--- src/hdl/serial_break_params.svh ---
// Register offsets, bit positions, frame counts and reset values
`ifndef SERIAL_BREAK_PARAMS_SVH
`define SERIAL_BREAK_PARAMS_SVH

// ----------------------------------------------------------------
// Register offsets (3-bit address)
// ----------------------------------------------------------------
`define REG_TX_STATUS_CONTROL 3'h0
`define REG_STATUS            3'h1
`define REG_TX_HOLDING        3'h2
`define REG_RX_HOLDING        3'h3
`define REG_BAUD              3'h4

// ----------------------------------------------------------------
// Control bit positions
// ----------------------------------------------------------------
`define CTL_TX_EN      0
`define CTL_SEND_BREAK 1
`define CTL_RX_EN      2
`define CTL_WAKE_EN    3
`define CTL_AUTO_BAUD  4

// ----------------------------------------------------------------
// Status bit positions
// ----------------------------------------------------------------
`define ST_SHIFT_EMPTY 0
`define ST_TX_BUF_EMPTY 1
`define ST_RX_COMPLETE 2
`define ST_FRAMING_ERR 3

// ----------------------------------------------------------------
// Frame shape and reset values
// ----------------------------------------------------------------
`define DATA_LAST      4'h7
`define BREAK_LAST     4'hb
`define BAUD_DIV_RST   8'h0f
`define BAUD_DIV_MAX   8'hff
`define TX_FIFO_DEPTH  8
`define TX_FIFO_WIDTH  9

`endif

--- src/hdl/serial_break_pkg.sv ---
// Types shared by the break send and detect logic
package serial_break_pkg;

	typedef enum logic [1:0] {
		TX_IDLE, TX_START, TX_DATA, TX_STOP
	} tx_state_e;

	typedef enum logic [2:0] {
		RX_IDLE, RX_START, RX_DATA, RX_STOP, RX_WAIT_HIGH,
		RX_WAKE_FALL, RX_WAKE_RISE, RX_AUTO_BAUD
	} rx_state_e;

endpackage

--- src/hdl/serial_break_send_detect.sv ---
// Break send and detect logic of an asynchronous serial transceiver
`include "serial_break_params.svh"
module serial_break_send_detect
	import serial_break_pkg::*;
(
	input  wire logic       ref_clk,
	input  wire logic       sys_rst,
	input  wire logic       ce,
	input  wire logic [2:0] addr,
	input  wire logic [7:0] wdata,
	input  wire logic       wr,
	input  wire logic       rd,
	output logic      [7:0] rdata,
	output logic            tx_out,
	output logic            tx_oe,
	input  wire logic       serial_receive_line,
	output logic            rx_pin_owned
);
	// ----------------------------------------------------------------
	// Declarations
	// ----------------------------------------------------------------
	logic       transmit_enable_bit;
	logic       send_break_req;
	logic       rx_en;
	logic       wake_en;
	logic       auto_baud_enable;
	logic [7:0] baud_div;
	logic       brk_launched;
	logic       rx_complete_flag;
	logic       framing_error_flag;
	logic [7:0] receive_holding_reg;
	tx_state_e  tx_state;
	logic [7:0] tx_sh;
	logic [3:0] tx_cnt;
	logic       tx_brk;
	logic       tx_line;
	rx_state_e  rx_state;
	logic       rx_s1;
	logic       rx_s2;
	logic       rx_prev;
	logic [7:0] rx_sh;
	logic [2:0] rx_cnt;
	logic [7:0] abd_cnt;
	logic       fifo_in_ready;
	logic       fifo_out_valid;
	logic [8:0] fifo_out;
	logic       tx_tick;
	logic       rx_tick;

	// ----------------------------------------------------------------
	// Register decode
	// ----------------------------------------------------------------
	wire wr_ctl = ce & wr & (addr == `REG_TX_STATUS_CONTROL);
	wire wr_tx  = ce & wr & (addr == `REG_TX_HOLDING);
	wire wr_bd  = ce & wr & (addr == `REG_BAUD);
	wire rd_rx  = ce & rd & (addr == `REG_RX_HOLDING);
	wire shift_reg_empty      = (tx_state == TX_IDLE);
	wire tx_buffer_empty_flag = fifo_in_ready;
	wire [7:0] ctl_val = {3'h0, auto_baud_enable, wake_en, rx_en,
		send_break_req, transmit_enable_bit};
	wire [7:0] st_val = {4'h0, framing_error_flag, rx_complete_flag,
		tx_buffer_empty_flag, shift_reg_empty};
	wire [7:0] rd_mux =
		(addr == `REG_TX_STATUS_CONTROL) ? ctl_val :
		(addr == `REG_STATUS)            ? st_val :
		(addr == `REG_RX_HOLDING)        ? receive_holding_reg :
		(addr == `REG_BAUD)              ? baud_div : 8'h00;

	// ----------------------------------------------------------------
	// Transmit path decode
	// ----------------------------------------------------------------
	// Only the first write after arming is a break; later ones queue
	wire launch = wr_tx & fifo_in_ready & transmit_enable_bit
		& send_break_req & ~brk_launched;
	wire [8:0] fifo_in = launch ? {1'b1, 8'h00} : {1'b0, wdata};
	wire stop_end   = (tx_state == TX_STOP) & tx_tick;
	wire pop = ce & fifo_out_valid & transmit_enable_bit
		& (shift_reg_empty | stop_end);
	wire break_done = stop_end & tx_brk;
	wire [3:0] tx_last = tx_brk ? `BREAK_LAST : `DATA_LAST;

	// ----------------------------------------------------------------
	// Receive path decode
	// ----------------------------------------------------------------
	wire rx_fall   = rx_prev & ~rx_s2;
	wire rx_rise   = ~rx_prev & rx_s2;
	wire rx_done   = (rx_state == RX_STOP) & rx_tick;
	wire wake_done = (rx_state == RX_WAKE_RISE) & rx_rise & ce;
	wire abd_done  = (rx_state == RX_AUTO_BAUD) & rx_rise & ce;
	wire rx_restart = ce & (((rx_state == RX_IDLE) & rx_en & ~wake_en
		& ~auto_baud_enable & rx_fall) | abd_done);

	// ----------------------------------------------------------------
	// Sub-blocks
	// ----------------------------------------------------------------
	tx_fifo #(
		.WIDTH(`TX_FIFO_WIDTH),
		.DEPTH(`TX_FIFO_DEPTH)
	) u_fifo (
		.ref_clk  (ref_clk),
		.sys_rst  (sys_rst),
		.ce       (ce),
		.in_valid (wr_tx),
		.in_ready (fifo_in_ready),
		.in_data  (fifo_in),
		.out_valid(fifo_out_valid),
		.out_ready(pop),
		.out_data (fifo_out)
	);

	baud_tick u_tx_baud (
		.ref_clk(ref_clk),
		.sys_rst(sys_rst),
		.ce     (ce),
		.restart(pop),
		.half   (1'b0),
		.divisor(baud_div),
		.tick   (tx_tick)
	);

	// Receiver restarts at half a bit to sample mid-cell
	baud_tick u_rx_baud (
		.ref_clk(ref_clk),
		.sys_rst(sys_rst),
		.ce     (ce),
		.restart(rx_restart),
		.half   (1'b1),
		.divisor(baud_div),
		.tick   (rx_tick)
	);

	// ----------------------------------------------------------------
	// Control register; hardware clears yield to a software write
	// ----------------------------------------------------------------
	always_ff @(posedge ref_clk) begin
		if (sys_rst) begin
			transmit_enable_bit <= 1'b0;
			send_break_req      <= 1'b0;
			rx_en               <= 1'b0;
			wake_en             <= 1'b0;
			auto_baud_enable    <= 1'b0;
		end else if (wr_ctl) begin
			transmit_enable_bit <= wdata[`CTL_TX_EN];
			send_break_req      <= wdata[`CTL_SEND_BREAK];
			rx_en               <= wdata[`CTL_RX_EN];
			wake_en             <= wdata[`CTL_WAKE_EN];
			auto_baud_enable    <= wdata[`CTL_AUTO_BAUD];
		end else if (ce) begin
			if (break_done)
				send_break_req <= 1'b0;
			if (wake_done)
				wake_en <= 1'b0;
			if (abd_done)
				auto_baud_enable <= 1'b0;
		end
	end

	// Baud divisor, loaded by software or by the auto-baud count
	always_ff @(posedge ref_clk) begin
		if (sys_rst)
			baud_div <= `BAUD_DIV_RST;
		else if (wr_bd)
			baud_div <= wdata;
		else if (abd_done)
			baud_div <= abd_cnt;
	end

	// Read data stands only in the cycle after the strobe
	always_ff @(posedge ref_clk) begin
		if (sys_rst)
			rdata <= 8'h00;
		else if (ce)
			rdata <= (rd ? rd_mux : 8'h00);
	end

	// Break arming: one launch per send-break request
	always_ff @(posedge ref_clk) begin
		if (sys_rst)
			brk_launched <= 1'b0;
		else if (ce) begin
			if (launch)
				brk_launched <= 1'b1;
			else if (break_done | ~transmit_enable_bit)
				brk_launched <= 1'b0;
		end
	end

	// ----------------------------------------------------------------
	// Transmit shifter
	// ----------------------------------------------------------------
	always_ff @(posedge ref_clk) begin
		if (sys_rst) begin
			tx_state <= TX_IDLE;
			tx_sh    <= 8'h00;
			tx_cnt   <= 4'h0;
			tx_brk   <= 1'b0;
			tx_line  <= 1'b1;
		end else if (ce) begin
			if (~transmit_enable_bit) begin
				tx_state <= TX_IDLE;
				tx_line  <= 1'b1;
			end else if (pop) begin
				tx_state <= TX_START;
				tx_sh    <= fifo_out[7:0];
				tx_brk   <= fifo_out[8];
				tx_cnt   <= 4'h0;
				tx_line  <= 1'b0;
			end else if (tx_tick) begin
				case (tx_state)
				TX_START: begin
					tx_state <= TX_DATA;
					tx_line  <= tx_brk ? 1'b0 : tx_sh[0];
				end
				TX_DATA: begin
					if (tx_cnt == tx_last) begin
						tx_state <= TX_STOP;
						tx_line  <= 1'b1;
					end else begin
						tx_cnt  <= tx_cnt + 4'h1;
						tx_sh   <= {1'b0, tx_sh[7:1]};
						tx_line <= tx_brk ? 1'b0 : tx_sh[1];
					end
				end
				TX_STOP: tx_state <= TX_IDLE;
				default: tx_state <= TX_IDLE;
				endcase
			end
		end
	end

	// Pin ownership follows the section enables
	always_ff @(posedge ref_clk) begin
		if (sys_rst) begin
			tx_out       <= 1'b1;
			tx_oe        <= 1'b0;
			rx_pin_owned <= 1'b0;
		end else if (ce) begin
			tx_out       <= tx_line | ~transmit_enable_bit; // Idle on abort
			tx_oe        <= transmit_enable_bit;
			rx_pin_owned <= rx_en;
		end
	end

	// ----------------------------------------------------------------
	// Receive line synchroniser
	// ----------------------------------------------------------------
	always_ff @(posedge ref_clk) begin
		if (sys_rst) begin
			rx_s1   <= 1'b1;
			rx_s2   <= 1'b1;
			rx_prev <= 1'b1;
		end else if (ce) begin
			rx_s1   <= serial_receive_line;
			rx_s2   <= rx_s1;
			rx_prev <= rx_s2;
		end
	end

	// ----------------------------------------------------------------
	// Receive state machine
	// ----------------------------------------------------------------
	always_ff @(posedge ref_clk) begin
		if (sys_rst) begin
			rx_state <= RX_IDLE;
			rx_sh    <= 8'h00;
			rx_cnt   <= 3'h0;
			abd_cnt  <= 8'h00;
		end else if (ce) begin
			if (~rx_en)
				rx_state <= RX_IDLE;
			else begin
				case (rx_state)
				RX_IDLE: begin
					if (wake_en)
						rx_state <= RX_WAKE_FALL;
					else if (rx_fall & auto_baud_enable) begin
						rx_state <= RX_AUTO_BAUD;
						abd_cnt  <= 8'h00;
					end else if (rx_fall)
						rx_state <= RX_START;
				end
				RX_WAKE_FALL: if (rx_fall) rx_state <= RX_WAKE_RISE;
				RX_WAKE_RISE: if (rx_rise) rx_state <= RX_IDLE;
				RX_AUTO_BAUD: begin
					// Start bit width sets the divisor; saturates
					if (abd_done) begin
						rx_state <= RX_DATA;
						rx_cnt   <= 3'h0;
					end else if (abd_cnt != `BAUD_DIV_MAX)
						abd_cnt <= abd_cnt + 8'h01;
				end
				RX_START: if (rx_tick) begin
					rx_state <= rx_s2 ? RX_IDLE : RX_DATA;
					rx_cnt   <= 3'h0;
				end
				RX_DATA: if (rx_tick) begin
					rx_sh  <= {rx_s2, rx_sh[7:1]};
					rx_cnt <= rx_cnt + 3'h1;
					if (rx_cnt == 3'(`DATA_LAST))
						rx_state <= RX_STOP;
				end
				RX_STOP: if (rx_tick)
					rx_state <= rx_s2 ? RX_IDLE : RX_WAIT_HIGH;
				RX_WAIT_HIGH: if (rx_s2) rx_state <= RX_IDLE;
				default: rx_state <= RX_IDLE;
				endcase
			end
		end
	end

	// Received byte and flags; a new event wins over the read clear
	always_ff @(posedge ref_clk) begin
		if (sys_rst) begin
			receive_holding_reg <= 8'h00;
			rx_complete_flag    <= 1'b0;
			framing_error_flag  <= 1'b0;
		end else if (rx_done) begin
			receive_holding_reg <= rx_sh;
			rx_complete_flag    <= 1'b1;
			framing_error_flag  <= ~rx_s2;
		end else if (wake_done)
			rx_complete_flag <= 1'b1;
		else if (rd_rx) begin
			rx_complete_flag   <= 1'b0;
			framing_error_flag <= 1'b0;
		end
	end

	// ----------------------------------------------------------------
	// Assertions
	// ----------------------------------------------------------------
	break_body_low_a: assert property (@(posedge ref_clk) disable iff (sys_rst)
		(tx_state == TX_DATA) && tx_brk |-> !tx_line)
		else $error("break body bit not low");
	break_launch_a: assert property (@(posedge ref_clk) disable iff (sys_rst)
		launch |=> brk_launched && fifo_out_valid)
		else $error("break write did not launch");
	break_data_zero_a: assert property (@(posedge ref_clk) disable iff (sys_rst)
		pop && fifo_out[8] |-> fifo_out[7:0] == 8'h00)
		else $error("break entry carries data");
	break_self_clear_a: assert property (@(posedge ref_clk) disable iff (sys_rst)
		ce && break_done && !wr_ctl |=> !send_break_req)
		else $error("send break not cleared");
	preload_queue_a: assert property (@(posedge ref_clk) disable iff (sys_rst)
		wr_tx && fifo_in_ready && brk_launched |=> fifo_out_valid)
		else $error("byte during break lost");
	busy_shown_a: assert property (@(posedge ref_clk) disable iff (sys_rst)
		pop && transmit_enable_bit |=> !shift_reg_empty)
		else $error("shift empty during transfer");
	buffer_flag_a: assert property (@(posedge ref_clk) disable iff (sys_rst)
		!tx_buffer_empty_flag && !pop |=> !tx_buffer_empty_flag)
		else $error("buffer flag rose with no drain");
	break_rx_a: assert property (@(posedge ref_clk) disable iff (sys_rst)
		rx_done && rx_sh == 8'h00 && !rx_s2 |=>
		rx_complete_flag && framing_error_flag && receive_holding_reg == 8'h00)
		else $error("break not reported");
	wake_flag_a: assert property (@(posedge ref_clk) disable iff (sys_rst)
		wake_done && !wr_ctl |=> rx_complete_flag && !wake_en)
		else $error("wake event not flagged");
	pin_release_a: assert property (@(posedge ref_clk) disable iff (sys_rst)
		ce && !transmit_enable_bit |=> !tx_oe && tx_out)
		else $error("transmit pin not released");
	framing_error_flag_hold_a: assert property (@(posedge ref_clk) disable iff (sys_rst)
		framing_error_flag && !rd_rx && !rx_done |=> framing_error_flag)
		else $error("framing error dropped early");
	no_gap_a: assert property (@(posedge ref_clk) disable iff (sys_rst)
		stop_end && fifo_out_valid && transmit_enable_bit |=>
		tx_state == TX_START && !tx_line)
		else $error("gap after break");

	break_sent_c: cover property (@(posedge ref_clk) disable iff (sys_rst)
		break_done ##1 tx_state == TX_START);
	break_seen_c: cover property (@(posedge ref_clk) disable iff (sys_rst)
		rx_done && !rx_s2 && rx_sh == 8'h00);
	wake_seen_c: cover property (@(posedge ref_clk) disable iff (sys_rst)
		wake_done);
	auto_baud_c: cover property (@(posedge ref_clk) disable iff (sys_rst)
		abd_done);
endmodule // serial_break_send_detect

--- src/hdl/tx_fifo.sv ---
// Parameterised synchronous FIFO with valid and ready on both sides
module tx_fifo #(
	parameter int WIDTH = 9,
	parameter int DEPTH = 8
) (
	input  wire logic             ref_clk,
	input  wire logic             sys_rst,
	input  wire logic             ce,
	input  wire logic             in_valid,
	output logic                  in_ready,
	input  wire logic [WIDTH-1:0] in_data,
	output logic                  out_valid,
	input  wire logic             out_ready,
	output logic      [WIDTH-1:0] out_data
);
	localparam int PW = $clog2(DEPTH);

	logic [WIDTH-1:0] mem [DEPTH];
	logic [PW-1:0]    wr_ptr;
	logic [PW-1:0]    rd_ptr;
	logic [PW:0]      count;

	// ----------------------------------------------------------------
	// Handshake decode
	// ----------------------------------------------------------------
	wire push = in_valid & in_ready & ce;
	wire pop  = out_valid & out_ready & ce;
	assign in_ready  = (count != (PW+1)'(DEPTH));
	assign out_valid = (count != '0);
	assign out_data  = mem[rd_ptr];

	// Storage has no reset; only the pointers and count carry state
	always_ff @(posedge ref_clk) begin
		if (push)
			mem[wr_ptr] <= in_data;
	end

	// Pointers wrap; depth is a power of two
	always_ff @(posedge ref_clk) begin
		if (sys_rst) begin
			wr_ptr <= '0;
			rd_ptr <= '0;
			count  <= '0;
		end else begin
			if (push)
				wr_ptr <= wr_ptr + 1'b1;
			if (pop)
				rd_ptr <= rd_ptr + 1'b1;
			count <= count + (PW+1)'(push) - (PW+1)'(pop);
		end
	end
endmodule // tx_fifo

--- src/hdl/baud_tick.sv ---
// Bit-period tick generator, restartable at a full or half period
module baud_tick (
	input  wire logic       ref_clk,
	input  wire logic       sys_rst,
	input  wire logic       ce,
	input  wire logic       restart,
	input  wire logic       half,
	input  wire logic [7:0] divisor,
	output logic            tick
);
	logic [7:0] count;

	// Bit period is divisor+1 cycles; the tick ignores restart, since a
	// restart fed by this tick would otherwise loop back on itself
	assign tick = ce & (count == 8'h00);

	always_ff @(posedge ref_clk) begin
		if (sys_rst)
			count <= 8'h00;
		else if (ce) begin
			if (restart)
				count <= half ? {1'b0, divisor[7:1]} : divisor;
			else if (count == 8'h00)
				count <= divisor;
			else
				count <= count - 8'h01;
		end
	end
endmodule // baud_tick

--- config.mk ---
export PLATFORM = sky130hd
export DESIGN_NAME = serial_break_send_detect
export DESIGN_NICKNAME = d
export VERILOG_FILES = /design/src/hdl/serial_break_pkg.sv /design/src/hdl/serial_break_send_detect.sv /design/src/hdl/tx_fifo.sv /design/src/hdl/baud_tick.sv
export VERILOG_INCLUDE_DIRS = /design/src /design/src/hdl
export SDC_FILE = /design/constraint.sdc
export NUM_CORES = 1
export LEC_CHECK = 0
export BUFFER_PORTS_ARGS = -buffer_cell sky130_fd_sc_hd__buf_2
export CAP_MARGIN = 10
export CORE_ASPECT_RATIO = 0.9
export CORE_MARGIN = 3
export CORE_UTILIZATION = 40
export DETAILED_ROUTE_END_ITERATION = 8
export PLACE_DENSITY = 0.55
export REMOVE_ABC_BUFFERS = 1
export SYNTH_ARGS = -nofsm -noshare
export SYNTH_HDL_FRONTEND = slang
export SYNTH_HIERARCHICAL = 1
export SYNTH_SLANG_ARGS = --single-unit
--- constraint.sdc ---
create_clock -name ref_clk -period 8.2 [get_ports ref_clk]
set_clock_uncertainty 0.2 [all_clocks]
set_input_delay 0.82 -clock ref_clk [delete_from_list [all_inputs] [get_ports ref_clk]]
set_output_delay 0.82 -clock ref_clk [all_outputs]
set_load 0.02 [all_outputs]
==> impl_results.md <==
* Pint at about 0.0014 W
* Die Area at 23600 sq um
* Reg2reg end: u_fifo/count[2]
* P per Cell Area at 193 nW/um^2
* FFs w/ async S/R, synth at 0%
* Startpoint class of the critical path: flop
* CTS sink cnt at 177
* Setup tns final at 0 ns
* Setup Crit Path Kind: reg2reg
* Final number of hold-violating endpoints at 0
* # rows at 50
* Arrival @ worst endpoint at roughly 4.5 ns
* Core area at 21100 sq um
* FF-to-FF path depth at 14
* Overall Global Routing Usage at 17.1%
* Max FFs per register at 72
* RSZ-0062 raised after global routing: no
* Worst Tran Pin Value at 1.21 ns
* P_sw at 0.000437 W
* Post-DRT Antenna Nets at 0
* Worst-skew pair later-pin latency at 0.43 ns
* Layout Nets at 858
* Routability-driven placement congestion ratio at 0.819
* Clock share of power at a little over two fifths
* Initial Utilization at 41.3%
* Commonest cells after routing, fill and taps aside: 105 x dfxtp_1, 72 x edfxtp_1, 71 x nand2_1
* Max cap viols at 0
* Pins Over Slew Limit at 0
* Syn avg cell area at around 11 sq um
* Post-route minimum period at roughly 4.4 ns
* Clk Tree Root Cell: clkbuf_16
* Chip width at 162 um
* Initial antenna violation count at 2
* Via density at approximately 5.6
* Synth cell types at 69
* Reg2Reg Setup Slack at 3.78 ns
* Critical Path RT at approximately 8.3 ns
* Cell Area, Synth at a little under 9000 sq um
* Seq/Total Area, Yosys at 48.9%
* Die height at 146 um
* Number of global-route vias before repair at 5879
* Final worst-path cycle share at 53.9%
* Leakage at around 3.4 nW
* H-tree level count at 4
* Warnings, synthesis at 6
* CTS buffer count at 17
* CTS tree: done
* Detailed Route Iter0 Violations at about 420
* Routed length per instance at approximately 18 um
* Worst Hold Class: reg2reg
* Primary FF master, synth: dfxtp_1
* Worst slew margin at 18.3%
* Hold buffer count at cts at 0
* Most common cell after layout, fill and taps aside: dfxtp_1
* First-pass DRT Iterations at 5
* Worst r2r src: u_tx_baud/count[2]
* Synth-to-Final Area Change at 10.2%
* Status: finished, final reports clean
* Sw Ratio at 23.5%
* Worst hold start: tx_oe
* Fraction of layout cells with a size suffix above 1 at 13.2%
* Clock tree buffer depth at 2
* DRC Markers at 0
* Vias at approximately 6300
* Post-CTS setup buffer count at 0
* Worst VDD drop at 0.000103 V
* Most flops, register: u_fifo/mem
* Global-route wire length before repair at 32100 um
* Synthesized flop and latch total at 177
* Worst-path fanout max at 15
* Seq pwr share at between 50 and 60%
* CTS clk-pin slew, worst paths at 0.07 ns
* Total gr overflow at 0
* Crit. End Element: flop
* Hold slack final at about 0.26 ns
* Comb pwr share at under 10%
* PortBufs at 27
* Hold path cells at 2
* Total Wirelength at 20100 um
* Final setup violation count at 0
* # IOs at 28
* Post-DP HPWL at 13800 um
* # resized after CTS at 0
* Post-synth EDFFs at 72
* Max Freq at 0.226 GHz
* Largest net degree at the start of global routing at 62
* Post-Syn Instances at roughly 820
* Hold Crit Endpoint: tx_oe
* Ant diodes at 0
[stage by stage]
step	cells	setup slack, ns	total power [W]	utilization [%]	cell area (sq um)
2_1_floorplan	767	4.39	0.00105	-	8470
3_3_place_gp	1088	3.74	0.00110	42.9	9040
3_5_place_dp	1088	3.66	0.00110	42.9	9040
4_1_cts	1120	3.77	0.00188	45.5	9600
5_1_grt	1120	3.45	0.00194	45.5	9600
6_report	1120	3.78	0.00186	45.5	9600
[cell usage after synthesis, types with 3 or more instances]
library cell	number	share of area, %
nor2b_1	23	1.7
nand3_1	28	1.6
mux2_2	25	3.2
edfxtp_1	72	25
inv_1	23	0.99
o21ai_0	11	0.63
a21o_1	3	0.26
mux2i_1	38	4.4
o211ai_1	5	0.43
a22o_1	4	0.40
nor4b_1	3	0.30
or3_1	5	0.36
xor2_1	8	0.80
dfxtp_1	105	24
nand3b_1	6	0.52
and3_1	4	0.29
clkbuf_1	28	1.2
a41oi_1	3	0.30
a211o_1	5	0.50
ha_1	19	2.7
and3b_1	5	0.50
a31o_2	3	0.30
a31oi_1	9	0.65
a21oi_1	65	3.7
a211oi_1	22	1.9
xnor2_1	3	0.30
o41ai_1	3	0.30
nand4_1	11	0.79
nor4_1	4	0.29
mux4_1	18	5.4
o22ai_1	13	0.93
nor3_1	9	0.52
o21a_1	6	0.52
o31ai_1	3	0.26
nand2b_1	16	1.1
buf_6	5	0.65
nand2_1	71	3.1
nand4b_1	5	0.50
or2_2	4	0.29
nor3b_1	7	0.60
buf_1	5	0.22
nor2_1	63	2.7
buf_2	9	0.52
[worst max-delay path by stage]
stage	endpoint	from	depth (start not counted)
3_3_place_gp	u_fifo/count[2]	ce	14
5_1_grt	u_fifo/count[2]	u_tx_baud/count[0]	16
6_report	u_fifo/count[2]	u_tx_baud/count[2]	14
3_5_place_dp	u_fifo/count[2]	ce	14
2_1_floorplan	u_fifo/count[2]	u_tx_baud/count[2]	14
4_1_cts	u_fifo/count[2]	u_tx_baud/count[0]	16
[logic make-up after synthesis]
kind of cell | Yosys count | synth area share, %
AOI/OAI and AO/OA | 172 | 12.8
DFF | 177 | 48.9
other | 2 | 0.0862
adders and majority gates | 20 | 2.96
muxes | 81 | 13.0
xor gates and xnor gates | 11 | 1.11
buffers and inverters | 71 | 3.80
and+or+nand+nor | 281 | 17.3
[per-layer routing]
metal	wire length [um]	share of wire (%)	track usage [%]	vias to the layer above
met5	21	0.10	0	-
met4	339	1.7	5.29	4
li1	-	-	-	3051
met1	9750	49	24.9	3069
met2	9050	45	25.5	142
met3	914	4.6	3.94	27
[power by group through the flow]
stage	Clock [W]	Sequential (W)	Combinational [W]
2_1_floorplan	0	0.000962	0.0000917
3_3_place_gp	0	0.000966	0.000131
3_5_place_dp	0	0.000967	0.000134
4_1_cts	0.000795	0.000948	0.000135
5_1_grt	0.000836	0.000950	0.000150
6_report	0.000772	0.000948	0.000136
[worst max-delay path, stage by stage (launching register included)]
cell and delay [ns]:
dfxtp_1 0.39, nor4_4 0.44, and3b_1 0.49, and2_2 0.27
a21oi_1 0.09, or3b_2 0.63, inv_1 0.38, nand2_1 0.18
nor2_1 0.21, xnor2_1 0.15, ha_1 0.20, inv_1 0.06
fa_1 0.41, xor2_1 0.14, nor2_1 0.05
[cell type report]
cell class                 count  area, sq um
fill                        1998        11500
timing repair buffer          35          198
sequential                   177         4260
tap                          286          358
clock buffer                  19          454
clock inverter                13          110
multi-input combinational    567         4130
inverter                      23         86.3
Note: power is estimated with default switching activity, not from simulation.
